`src/inc/ppih_pkg.sv`:
```
package ppih_pkg;

    // Register select codes on {reg_sel_hi, reg_sel_lo}
    localparam logic [1:0] RS_DATA_A = 2'h0;
    localparam logic [1:0] RS_CTRL_A = 2'h1;
    localparam logic [1:0] RS_DATA_B = 2'h2;
    localparam logic [1:0] RS_CTRL_B = 2'h3;

    // Control register field positions
    localparam int FLAG1_BIT = 7;
    localparam int FLAG2_BIT = 6;
    localparam int LINE_OUT_BIT = 5;
    localparam int LINE_EDGE_BIT = 4;
    localparam int LINE_EN_BIT = 3;
    localparam int DATA_SEL_BIT = 2;
    localparam int STB_EDGE_BIT = 1;
    localparam int STB_EN_BIT = 0;

    // Reset values
    localparam logic [7:0] CTRL_RST = 8'h00;
    localparam logic [7:0] DIR_RST = 8'h00;
    localparam logic [7:0] OUT_RST = 8'h00;
    localparam logic [7:0] RDATA_RST = 8'h00;
    localparam logic LINE_IDLE = 1'b1;

    // Control line output modes, control bits 5..3
    localparam logic [2:0] MODE_HANDSHAKE = 3'h4;
    localparam logic [2:0] MODE_PULSE = 3'h5;

    typedef struct packed {
        logic take;
        logic read;
        logic [1:0] rs;
        logic [7:0] wdata;
    } ppih_req_t;

    typedef struct packed {
        logic [7:0] ctl;
        logic stb_prev;
        logic line_prev;
    } ppih_side_st_t;

    typedef struct packed {
        logic [7:0] dir;
        logic [7:0] outr;
    } ppih_port_st_t;

    typedef struct packed {
        logic [7:0] rdata;
        logic rvalid;
        logic line_lvl;
    } ppih_top_st_t;

endpackage

```
`src/verilog/ppih_side.sv`:
```
`timescale 1ns/1ps
module ppih_side (
    input wire logic sys_clk_in,
    input wire logic resetn_in,
    input wire logic ctl_wr_in,
    input wire logic [7:0] wdata_in,
    input wire logic flag_clr_in,
    input wire logic strobe_in,
    input wire logic line_in,
    output logic [7:0] ctl_out,
    output logic irq_out,
    output logic strobe_edge_out
);
    ppih_pkg::ppih_side_st_t q;
    ppih_pkg::ppih_side_st_t d;
    logic line_edge;

    assign strobe_edge_out = (strobe_in != q.stb_prev)
        && (strobe_in == q.ctl[ppih_pkg::STB_EDGE_BIT]);

    // Line edge only while line is an input
    assign line_edge = !q.ctl[ppih_pkg::LINE_OUT_BIT] && (line_in != q.line_prev)
        && (line_in == q.ctl[ppih_pkg::LINE_EDGE_BIT]);

    always_comb begin
        d = q;
        // Previous samples load even in reset, so no false edge at release
        d.stb_prev = strobe_in;
        d.line_prev = line_in;
        if (ctl_wr_in) begin
            d.ctl[ppih_pkg::FLAG2_BIT-1:0] = wdata_in[ppih_pkg::FLAG2_BIT-1:0];
        end
        if (flag_clr_in) begin
            d.ctl[ppih_pkg::FLAG1_BIT] = 1'b0;
            d.ctl[ppih_pkg::FLAG2_BIT] = 1'b0;
        end
        if (strobe_edge_out) begin
            d.ctl[ppih_pkg::FLAG1_BIT] = 1'b1;
        end
        if (line_edge) begin
            d.ctl[ppih_pkg::FLAG2_BIT] = 1'b1;
        end
        if (!resetn_in) begin
            d.ctl = ppih_pkg::CTRL_RST;
        end
    end

    always_ff @(posedge sys_clk_in) begin
        q <= d;
    end

    assign ctl_out = q.ctl;

    assign irq_out = (q.ctl[ppih_pkg::FLAG1_BIT] && q.ctl[ppih_pkg::STB_EN_BIT])
        || (q.ctl[ppih_pkg::FLAG2_BIT] && q.ctl[ppih_pkg::LINE_EN_BIT]);
endmodule

```
`src/verilog/ppih_port.sv`:
```
`timescale 1ns/1ps
module ppih_port #(
    parameter bit READ_PINS = 1'b1
) (
    input wire logic sys_clk_in,
    input wire logic resetn_in,
    input wire logic dir_wr_in,
    input wire logic out_wr_in,
    input wire logic [7:0] wdata_in,
    input wire logic sel_dir_in,
    input wire logic [7:0] lines_in,
    output logic [7:0] lines_out,
    output logic [7:0] lines_oe_out,
    output logic [7:0] rdata_out
);
    ppih_pkg::ppih_port_st_t q;
    ppih_pkg::ppih_port_st_t d;
    logic [7:0] data_view;

    always_comb begin
        d = q;
        if (dir_wr_in) begin
            d.dir = wdata_in;
        end
        if (out_wr_in) begin
            d.outr = wdata_in;
        end
        if (!resetn_in) begin
            d.dir = ppih_pkg::DIR_RST;
            d.outr = ppih_pkg::OUT_RST;
        end
    end

    always_ff @(posedge sys_clk_in) begin
        q <= d;
    end

    assign lines_out = q.outr;
    // Drive only where direction is 1
    assign lines_oe_out = q.dir;

    // Pins, or stored bits on output lines
    assign data_view = READ_PINS ? lines_in : ((q.dir & q.outr) | (~q.dir & lines_in));
    assign rdata_out = sel_dir_in ? q.dir : data_view;
endmodule

```
`src/verilog/ppih_top.sv`:
```
// Contract
// - One active-low, wire-OR capable interrupt output per side, own port only.
// - Select 00 gives data A if control A bit 2, else direction A; 01 control A.
// - Control bits 7 and 6 are interrupt flags able to pull the side's request.
// - A strobe edge always sets A flag 7; bit 0 enables its interrupt.
// - A line edge sets A flag 6; bit 3 at 0 disables its interrupt.
// - A selected read of port A data clears both A flags.
// - B strobe sets B flag 7, bit 0 enables its interrupt; B line sets flag 6, bit 3 enables its.
// - A selected read of port B data clears both B flags.
// - Request low when flag 7 and bit 0, or flag 6 and bit 3, are set.
// - Port line drives when its direction bit is 1, input when 0.
// - Port B input lines have their drivers off.
// - A control bit 1 picks strobe edge: 0 falling, 1 rising.
// - With A bit 5 at 0, A line is an input setting flag 6 on bit-4 edge.
// - A bits 5,4,3 at 1,0,1 give a low pulse on A line after each A data read.
// - In handshake mode an A data read drives A line low.
// - A bits 5,4 at 1,1 make A line a static output equal to bit 3.
// - Port A data read returns the pin levels on every line.
// - Port B data read returns stored bits on outputs, pins on inputs.
// - The A line pulse lasts one clock cycle, after the read.
// - Handshake mode is 1,0,0; A strobe edge returns A line high.
`timescale 1ns/1ps
module ppih_top (
    input wire logic sys_clk_in,
    input wire logic resetn_in,
    input wire logic bus_strobe_in,
    input wire logic cs0_in,
    input wire logic cs1_in,
    input wire logic cs2_n_in,
    input wire logic reg_sel_lo_in,
    input wire logic reg_sel_hi_in,
    input wire logic read_in,
    input wire logic [7:0] data_in,
    output logic [7:0] data_out,
    output logic data_oe_out,
    output logic side_a_irq_n_out,
    output logic side_a_irq_oe_out,
    output logic side_b_irq_n_out,
    output logic side_b_irq_oe_out,
    input wire logic a_strobe_in,
    input wire logic a_ctrl_line_in,
    output logic a_ctrl_line_out,
    output logic a_ctrl_line_oe_out,
    input wire logic b_strobe_in,
    input wire logic b_ctrl_line_in,
    input wire logic [7:0] port_a_lines_in,
    output logic [7:0] port_a_lines_out,
    output logic [7:0] port_a_lines_oe_out,
    input wire logic [7:0] port_b_lines_in,
    output logic [7:0] port_b_lines_out,
    output logic [7:0] port_b_lines_oe_out
);
    ppih_pkg::ppih_req_t req;
    ppih_pkg::ppih_top_st_t q;
    ppih_pkg::ppih_top_st_t d;
    logic [7:0] ctl_a;
    logic [7:0] ctl_b;
    logic [7:0] rd_port_a;
    logic [7:0] rd_port_b;
    logic irq_a;
    logic irq_b;
    logic a_stb_edge;
    logic b_stb_edge;
    logic acc_a;
    logic acc_b;
    logic rd_a_data;
    logic rd_b_data;
    logic wr_a_data;
    logic wr_a_dir;
    logic wr_b_data;
    logic wr_b_dir;
    logic wr_ctl_a;
    logic wr_ctl_b;
    logic [2:0] a_mode;
    logic hs_mode;
    logic pulse_mode;

    assign req.take = bus_strobe_in && cs0_in && cs1_in && !cs2_n_in;
    assign req.read = read_in;
    assign req.rs = {reg_sel_hi_in, reg_sel_lo_in};
    assign req.wdata = data_in;

    assign acc_a = req.take && (req.rs == ppih_pkg::RS_DATA_A);
    assign acc_b = req.take && (req.rs == ppih_pkg::RS_DATA_B);
    assign rd_a_data = acc_a && req.read && ctl_a[ppih_pkg::DATA_SEL_BIT];
    assign rd_b_data = acc_b && req.read && ctl_b[ppih_pkg::DATA_SEL_BIT];
    assign wr_a_data = acc_a && !req.read && ctl_a[ppih_pkg::DATA_SEL_BIT];
    assign wr_b_data = acc_b && !req.read && ctl_b[ppih_pkg::DATA_SEL_BIT];
    assign wr_a_dir = acc_a && !req.read && !ctl_a[ppih_pkg::DATA_SEL_BIT];
    assign wr_b_dir = acc_b && !req.read && !ctl_b[ppih_pkg::DATA_SEL_BIT];
    assign wr_ctl_a = req.take && !req.read && (req.rs == ppih_pkg::RS_CTRL_A);
    assign wr_ctl_b = req.take && !req.read && (req.rs == ppih_pkg::RS_CTRL_B);

    ppih_side u_side_a (
        .sys_clk_in(sys_clk_in),
        .resetn_in(resetn_in),
        .ctl_wr_in(wr_ctl_a),
        .wdata_in(req.wdata),
        .flag_clr_in(rd_a_data),
        .strobe_in(a_strobe_in),
        .line_in(a_ctrl_line_in),
        .ctl_out(ctl_a),
        .irq_out(irq_a),
        .strobe_edge_out(a_stb_edge)
    );

    // B line output modes are not built; with B bit 5 set the line sets no flag
    ppih_side u_side_b (
        .sys_clk_in(sys_clk_in),
        .resetn_in(resetn_in),
        .ctl_wr_in(wr_ctl_b),
        .wdata_in(req.wdata),
        .flag_clr_in(rd_b_data),
        .strobe_in(b_strobe_in),
        .line_in(b_ctrl_line_in),
        .ctl_out(ctl_b),
        .irq_out(irq_b),
        .strobe_edge_out(b_stb_edge)
    );

    ppih_port #(
        .READ_PINS(1'b1)
    ) u_port_a (
        .sys_clk_in(sys_clk_in),
        .resetn_in(resetn_in),
        .dir_wr_in(wr_a_dir),
        .out_wr_in(wr_a_data),
        .wdata_in(req.wdata),
        .sel_dir_in(!ctl_a[ppih_pkg::DATA_SEL_BIT]),
        .lines_in(port_a_lines_in),
        .lines_out(port_a_lines_out),
        .lines_oe_out(port_a_lines_oe_out),
        .rdata_out(rd_port_a)
    );

    // Port B reads back stored bits, so loaded outputs still read correctly
    ppih_port #(
        .READ_PINS(1'b0)
    ) u_port_b (
        .sys_clk_in(sys_clk_in),
        .resetn_in(resetn_in),
        .dir_wr_in(wr_b_dir),
        .out_wr_in(wr_b_data),
        .wdata_in(req.wdata),
        .sel_dir_in(!ctl_b[ppih_pkg::DATA_SEL_BIT]),
        .lines_in(port_b_lines_in),
        .lines_out(port_b_lines_out),
        .lines_oe_out(port_b_lines_oe_out),
        .rdata_out(rd_port_b)
    );

    assign a_mode = ctl_a[ppih_pkg::LINE_OUT_BIT:ppih_pkg::LINE_EN_BIT];
    assign hs_mode = (a_mode == ppih_pkg::MODE_HANDSHAKE);
    assign pulse_mode = (a_mode == ppih_pkg::MODE_PULSE);

    always_comb begin
        d = q;
        d.rvalid = 1'b0;
        if (req.take && req.read) begin
            d.rvalid = 1'b1;
            unique case (req.rs)
                ppih_pkg::RS_DATA_A: begin
                    d.rdata = rd_port_a;
                end
                ppih_pkg::RS_CTRL_A: begin
                    d.rdata = ctl_a;
                end
                ppih_pkg::RS_DATA_B: begin
                    d.rdata = rd_port_b;
                end
                ppih_pkg::RS_CTRL_B: begin
                    d.rdata = ctl_b;
                end
            endcase
        end
        if (hs_mode) begin
            if (rd_a_data) begin
                d.line_lvl = 1'b0;
            end
            // Strobe edge raises it, and wins a tie
            if (a_stb_edge) begin
                d.line_lvl = 1'b1;
            end
        end else if (pulse_mode) begin
            // Low for the one cycle after a read
            d.line_lvl = !rd_a_data;
        end else begin
            d.line_lvl = ppih_pkg::LINE_IDLE;
        end
        if (!resetn_in) begin
            d.rdata = ppih_pkg::RDATA_RST;
            d.rvalid = 1'b0;
            d.line_lvl = ppih_pkg::LINE_IDLE;
        end
    end

    always_ff @(posedge sys_clk_in) begin
        q <= d;
    end

    assign data_out = q.rdata;
    assign data_oe_out = q.rvalid;

    // Manual level from bit 3, else the mode register
    assign a_ctrl_line_out = ctl_a[ppih_pkg::LINE_EDGE_BIT] ?
        ctl_a[ppih_pkg::LINE_EN_BIT] : q.line_lvl;
    assign a_ctrl_line_oe_out = ctl_a[ppih_pkg::LINE_OUT_BIT];

    // Open drain: only ever pull low
    assign side_a_irq_n_out = 1'b0;
    assign side_a_irq_oe_out = irq_a;
    assign side_b_irq_n_out = 1'b0;
    assign side_b_irq_oe_out = irq_b;

    // Expected port B read view, built from the pins so the check is not the design's own
    logic [7:0] b_mix;
    assign b_mix = (port_b_lines_oe_out & port_b_lines_out)
        | (~port_b_lines_oe_out & port_b_lines_in);
endmodule

```
`config.mk`:
```
export PLATFORM = sky130hd
export DESIGN_NAME = ppih_top
export DESIGN_NICKNAME = d
export VERILOG_FILES = /design/src/inc/ppih_pkg.sv /design/src/verilog/ppih_side.sv /design/src/verilog/ppih_port.sv /design/src/verilog/ppih_top.sv
export SDC_FILE = /design/constraint.sdc
export NUM_CORES = 1
export LEC_CHECK = 0
export ABC_AREA = 1
export BUFFER_PORTS_ARGS = -buffer_cell sky130_fd_sc_hd__buf_4
export CAP_MARGIN = 20
export CORE_MARGIN = 2
export CORE_UTILIZATION = 37
export DETAILED_ROUTE_END_ITERATION = 8
export SYNTH_ARGS = -nofsm -noshare
export SYNTH_HDL_FRONTEND = slang
export SYNTH_HIERARCHICAL = 1
export SYNTH_SLANG_ARGS = --single-unit
```
`constraint.sdc`:
```
create_clock -name sys_clk_in -period 1.5 [get_ports sys_clk_in]
set_input_delay 0.15 -clock sys_clk_in [delete_from_list [all_inputs] [get_ports sys_clk_in]]
set_output_delay 0.15 -clock sys_clk_in [all_outputs]
set_load 0.01 [all_outputs]
```
* Yosys cells after proc, flatten, opt, wreduce, memory -nomap -nowiden
Cells that the tools add are included.
** Cells by class
- Mux-type cells :: 15
- Reduce and logical (&&, ||, !) cells :: 43
- Bitwise operators :: 4
- Eq/ne operators :: 14
** Operator list (number)
- case mux 8 bit (4 select lines) :: 1
- logical AND 1 bit :: 29
- bitwise AND 8 bit :: 2
- 2-to-1 mux 8 bit :: 2
- 2-to-1 mux 1 bit :: 10
- inverter 8 bit :: 1
- bitwise OR 8 bit :: 1
- nonzero test 2 bit :: 4
- zero test 1 bit :: 7
- == test 3 bit (second input constant) :: 2
- == test 1 bit :: 4
- == test 2 bit (second input constant) :: 2
- 2-to-1 mux 2 bit :: 2
- != test 1 bit :: 4
- != test 3 bit (second input constant) :: 1
- == test 2 x 1 -> 1 bit (second input constant) :: 1
- zero test 2 bit :: 1
- logical OR 1 bit :: 2
** Storage, ports and cells
- Register bits :: 62
- Output and inout bits :: 47
- Word-level logic and storage cells :: 93

* Longest topological paths before layout
Gate-level depths: netlist of the first run.
- Word-level depth :: 9
- Gate-level depth with buffers :: 10
- Depth with buffers taken out :: 8

* By module
Netlist of the first run, hierarchy kept.
** Modules (own cells, without submodules)
- ppih_side :: area each 436.7 um^2, seq. area each 200.2 um^2, cells each 56, instances 2
- ppih_port (u_port_b) :: area each 817.0 um^2, seq. area each 320.3 um^2, cells each 126, instances 1
- ppih_top :: area each 807.0 um^2, seq. area each 200.2 um^2, cells each 133, instances 1
- ppih_port (u_port_a) :: area each 783.3 um^2, seq. area each 320.3 um^2, cells each 119, instances 1

* Worst setup path before layout of the first run
Ideal clock, no wire load.
- Path type :: register -> register
- From :: reg u_side_b.q (netlist bit u_side_b/ctl_out[2])
- To :: reg q (netlist bit data_out[1])
- Clock period less this slack :: 1290 ps
- Required time :: 1386 ps
- Path slack :: 210 ps
- Data arrival time :: 1176 ps
- Cell stages (with the launch flop) :: 10
- Path through :: dfxtp_1 -> buf_4 -> inv_1 -> buf_4 -> o21ai_0 -> nand2_1 -> o21ai_0 -> nand3_1 -> nand2_1 -> a21oi_2
** Between the ends
- Longest elaborated chain between the ends :: 2
** RTL lines
- from (decl) :: RTL line ppih_side.sv:14 : ppih_pkg::ppih_side_st_t q;
- from (signal assigned) :: RTL line ppih_side.sv:49 : q <= d;
- 2-to-1 mux 8 bit :: RTL line ppih_port.sv:44 : assign rdata_out = sel_dir_in ? q.dir : data_view;
- via rd_port_b[1] :: RTL line ppih_top.sv:59 : logic [7:0] rd_port_b;
- case mux 8 bit (4 select lines) :: RTL line ppih_top.sv:161 : unique case (req.rs)
- to (signal assigned) :: RTL line ppih_top.sv:198 : q <= d;
- to (decl) :: RTL line ppih_top.sv:54 : ppih_pkg::ppih_top_st_t q;
The timed path passes the listed nets, and every way through them passes these cells.
A chain may end at the register's enable or synchronous reset.

* Final worst setup path of the first run
- From :: reg u_side_b.q (netlist bit u_side_b/ctl_out[2])
- To :: reg q (netlist bit data_out[6])
The elaborated chain is that of the path after synthesis.

==> results of run 1 <==
-- state kept, by name (all words and copies together), names as in the netlist --
| name | flops |
|---|---|
| q | 1 |
| u_port_b/lines_out | 8 |
| u_side_b/ctl_out | 8 |
| u_port_a/lines_oe_out | 8 |
| u_port_a/lines_out | 8 |
| u_side_b/q | 2 |
| u_side_a/ctl_out | 8 |
| data_oe_out | 1 |
| u_side_a/q | 2 |
| data_out | 8 |
| u_port_b/lines_oe_out | 8 |
-- layer usage --
metal,GRT usage,part of all wire,vias to the layer above
met1,0.239,0.47,1327
met2,0.259,0.44,89
met5,0,0,-
met4,0.0769,0.020,0
met3,0.0365,0.065,14
li1,-,-,1602
-- metrics by stage --
| stage | hold WS [ns] | utilization |
|---|---|---|
| floorplan | 0.178 | - |
| global placement | 0.265 | 0.428 |
| detailed placement | 0.268 | 0.428 |
| CTS | 0.0933 | 0.453 |
| global route | 0.116 | 0.457 |
| finish | 0.109 | 0.457 |
-- worst min path at each step --
stage,to,slack [ns]
2_1_floorplan,u_side_a/q[0],0.18
3_3_place_gp,u_side_a/q[1],0.26
3_5_place_dp,u_side_a/q[1],0.27
4_1_cts,u_side_a/ctl_out[2],0.09
5_1_grt,u_side_b/ctl_out[1],0.12
6_report,u_side_a/ctl_out[2],0.11
-- final cells by class --
cell class | count | area [um^2] | share of cell area
inverters | 56 | 215 | 0.0545
well taps | 108 | 135 | 0.0342
multi-input cells | 329 | 1430 | 0.363
flip-flops and latches | 62 | 1240 | 0.315
clock inverters | 1 | 5.00 | 0.00127
repair buffers | 98 | 746 | 0.189
clock buffers | 13 | 169 | 0.0428
-- repair_timing --
item                                    CTS  global route
resized for setup                         0             3
hold buffers                              4             0
buffers inserted                          0             4
hold endpoints to repair                  4             0
endpoints found under the setup margin    0            10
-- worst reg2reg max path: cells and delay by family, from the launching register on --
family / cells / cell delay (ns)
DFF: 1 / 0.37
buffers and inverters: 3 / 0.40
AOI/OAI and AO/OA: 1 / 0.11
and+or+nand+nor: 5 / 0.49
-- report_power, final --
part / total [W] / internal, W / switching [W] / leakage [nW]
logic: 0.000302 / 0.000131 / 0.000171 / 1.36
clock network: 0.00132 / 0.000715 / 0.000606 / 0.0914
registers: 0.00168 / 0.00167 / 0.0000162 / 0.503
total: 0.00331 / 0.00251 / 0.000793 / 1.95
==> results.ini, run 1 <==
[route]
via_per_inst=4.55
drt-initial-drc-count=196
drc=0
ant_nets=0
wl_mm=8.42
drt_pre_antenna_iters=4
num_vias=3032
wl_per_cell_um=12.6

[worst_setup_path]
r2r_end=data_out[6]
cp_cell_sequence=clkinvlp_4, clkbuf_4, inv_1, nand3b_1, nand2_1, nand3_1, nand3_1, nand2_1, a21oi_1
path_buf_inv=3
path_depth=9
endpoint_kind=flop
r2r_setup_slack_ns=0.07
arrival_ns=1.70
worstReg2RegStart=u_side_b/ctl_out[2]
setup.worst_path.end=data_out[6]
slowest_delay_ns=0.37
cp.required_ns=1.77
ff2ff_path_depth=9
path_class=reg -> reg
crit_path_start=u_side_b/ctl_out[2]
crit_fanout=8
startpoint_type=flop
crit_slowest_cell=dfxtp_2
cp_top_family=simple AND/OR/NAND/NOR gates

[placement]
place_ws_ns=0.0144
placed_area_um2=3700
port_buffers=81
dp_hpwl_mm=6.12
dp.cells=645
gp_congestion=0.882

[global_routing]
first_global_vias=2776
grt-ovfl-total=0
grt.total_usage=0.173
grt_max_degree=35
grt_pass1_wl_mm=13.2
antenna_found_initial=0

[cts]
clock_latency_ns=0.33
clock-sinks=62
cts_root_buf=clkbuf_8
cts-htree-levels=3
clock_path_buffers=2
cts_tree=done
path_clk_slew_ns=0.07
cts_buffers=9

[sta]
finalSetupTns_ns=0
hold_viol=0
maxSlewViolCount=0
max_freq_ghz=0.700
setup_viol=0
worst_slack_ns=0.0724
period_share=0.952
period_minus_slack_ns=1.43
skew_ns=0.00797

[synth]
synthesis.area_um2=3280
syn_avg_cell_area_um2=6.70
yosysWarnings=6
synth_cells=489

[power_and_ir_drop]
power_density_nw_per_um2=838
p_leak_nw=1.95
finalPower_w=0.00331
peakVddDrop_mv=0.375

[run_status]
status=completed

[layout]
drive_gt1_frac=0.242
fillers=884
num_antenna_cells=0
syn_to_final_growth_pct=20.4
fin_nets=593
final_cell_mix=nand2_1 (121), nor2_1 (106), buf_4 (93)
final_cells=667
design_area_um2=3950
final_common_cell=nand2_1

[job]
max_cap_violations=0

[floorplan]
pin_count=84
dieHeight_um=98.1
initial_core_util=0.379
rows=34
dieArea_um2=9630
core_region_area_um2=8640
die_x_um=98.1

[min_path]
hold_depth=3
hold_path_class=in -> reg
hp-start=data_in[2]

No activity file was read; power rests on OpenSTA's default activity.
==> inputs of run 2 (changes only) <==
==> constraint.sdc (replaced) <==
create_clock -name sys_clk_in -period 1.5 [get_ports sys_clk_in]
set_input_delay 0.3 -clock sys_clk_in [delete_from_list [all_inputs] [get_ports sys_clk_in]]
set_output_delay 0.3 -clock sys_clk_in [all_outputs]
set_load 0.01 [all_outputs]
==> results.ini, run 2 (same netlist as run 1, synthesis figures left out) <==
[run_status]
status=completed

[global_routing]
use_met1=0.234  ; -0.00476
grt.met2_usage=0.258  ; -0.00105
use_met3=0.0508  ; +0.0143
grt.busiest_layer=met2
grt.total_usage=0.174  ; +0.00167
grt-ovfl-total=0  ; unchanged
antenna_found_initial=0  ; unchanged
first_global_vias=2727  ; -1.8%
grt_max_degree=35  ; unchanged
grt_pass1_wl_mm=13.1  ; -0.89%

[worst_setup_path]
endpoint_kind=output port
cp_top_family=flip-flops
path_buf_inv=1  ; -2
cp.required_ns=1.20  ; -0.57 ns
slowest_delay_ns=0.32  ; -0.05 ns
path_class=reg -> out
startpoint_type=flop
crit_slowest_cell=dfxtp_1
arrival_ns=1.07  ; -0.63 ns
crit_fanout=3  ; -5
cp_cell_sequence=a22o_1, buf_4

[route]
via_per_inst=4.48  ; -1.4%
drt_pre_antenna_iters=4  ; unchanged
drt-initial-drc-count=115  ; -41%
num_vias=2990  ; -1.4%
ant_nets=0  ; unchanged
wl_mm=8.29  ; -1.6%
wl_per_cell_um=12.4  ; -1.6%
drc=0  ; unchanged

[placement]
port_buffers=81  ; unchanged
place_ws_ns=0.0111  ; -0.00331 ns
dp_hpwl_mm=6.22  ; +1.7%
dp.cells=651  ; +0.93%
gp_congestion=0.883  ; about the same

[cts]
cts-htree-levels=3  ; unchanged
clock_latency_ns=0.35  ; +0.02 ns
cts_root_buf=clkbuf_8
cts_hold_buffers=0  ; -4
clock_path_buffers=2  ; unchanged
path_clk_slew_ns=0.07  ; about the same
cts_buffers=9  ; unchanged
cts_tree=done
clock-sinks=62  ; unchanged
post_cts_buffers=0  ; unchanged
cts_resized=0  ; unchanged

[sta]
setup_viol=0  ; unchanged
max_freq_ghz=0.728  ; +4.0%
whs_ns=0.0648  ; -0.0446 ns
period_minus_slack_ns=1.37  ; -0.0549 ns
period_share=0.915  ; -0.0366
skew_ns=0.00755  ; -0.000419 ns
maxSlewViolCount=0  ; unchanged
finalSetupTns_ns=0  ; unchanged
worst_slack_ns=0.127  ; +0.0549 ns
hold_viol=0  ; unchanged
rsz0062_at_grt=no

[floorplan]
dieArea_um2=9630  ; unchanged
dieHeight_um=98.1  ; unchanged
rows=34  ; unchanged
core_region_area_um2=8640  ; unchanged
die_x_um=98.1  ; unchanged
initial_core_util=0.379  ; unchanged
pin_count=84  ; unchanged

[layout]
final_common_cell=nand2_1
num_antenna_cells=0  ; unchanged
fin_nets=591  ; -0.34%
syn_to_final_growth_pct=21.3
drive_gt1_frac=0.250  ; +0.00894
final_cell_mix=nand2_1 (121), nor2_1 (106), buf_4 (95)
final_cells=667  ; unchanged

[power_and_ir_drop]
p_leak_nw=1.98  ; +1.3%
power_density_nw_per_um2=898  ; +7.2%
finalPower_w=0.00357  ; +8.0%
peakVddDrop_mv=0.390  ; +3.9%

[min_path]
hold_path_class=in -> reg

[job]
max_cap_violations=0  ; unchanged

## run 2: changes by cell type in the layout (fill, tap and decap cells not counted), sizes merged
| cell | delta |
|---|---|
| dlygate4sd3 | -4 |
| buf | +3 |
| bufinv | +1 |
| clkbuf | -1 |
| clkinv | +1 |
| clkinvlp | -1 |
| inv | +1 |
## run 2: stage by stage
stage           util  cell area (um^2)
2_1_floorplan      -              3280
3_3_place_gp   0.435              3750
3_5_place_dp   0.435              3750
4_1_cts        0.460              3970
5_1_grt        0.460              3980
6_report       0.460              3980
## run 2: final cells by class
cell class	count	area (um^2)
fill	913	4660
multi-input combinational	329	1430
sequential	62	1240
timing repair buffer	96	733
inverter	56	211
clock buffer	13	179
tap	108	135
clock inverter	3	40.0
## run 2: final timing paths
kind	depth (start not counted)	from	end	slack, ns
max	2	u_side_b/ctl_out[6]	side_b_irq_oe_out	0.13
min	1	b_strobe_in	u_side_b/q[1]	0.06
max reg2reg	8	u_side_b/ctl_out[2]	data_out[4]	0.16
min reg2reg	2	data_out[6]	data_out[6]	0.46
## run 2: power breakdown
part | internal [W] | total (W) | switching, W
Sequential | 0.00167 | 0.00168 | 0.0000159
Combinational | 0.000128 | 0.000295 | 0.000167
Clock | 0.000943 | 0.00159 | 0.000650
Total | 0.00274 | 0.00357 | 0.000832
## run 2: layer usage
metal  up-vias  wire length [um]
met1      1294              3820
met5         -                 0
met4         0               198
met3        10               673
met2        94              3590
li1       1592                 -
## run 2: worst reg2reg max path, stage by stage (launching register included)
cell	delay, ns
dfxtp_1	0.33
inv_1	0.09
buf_4	0.17
o21ai_0	0.14
nand2_1	0.11
nand3_1	0.12
nand3_1	0.12
nand2_1	0.09
a21oi_1	0.05
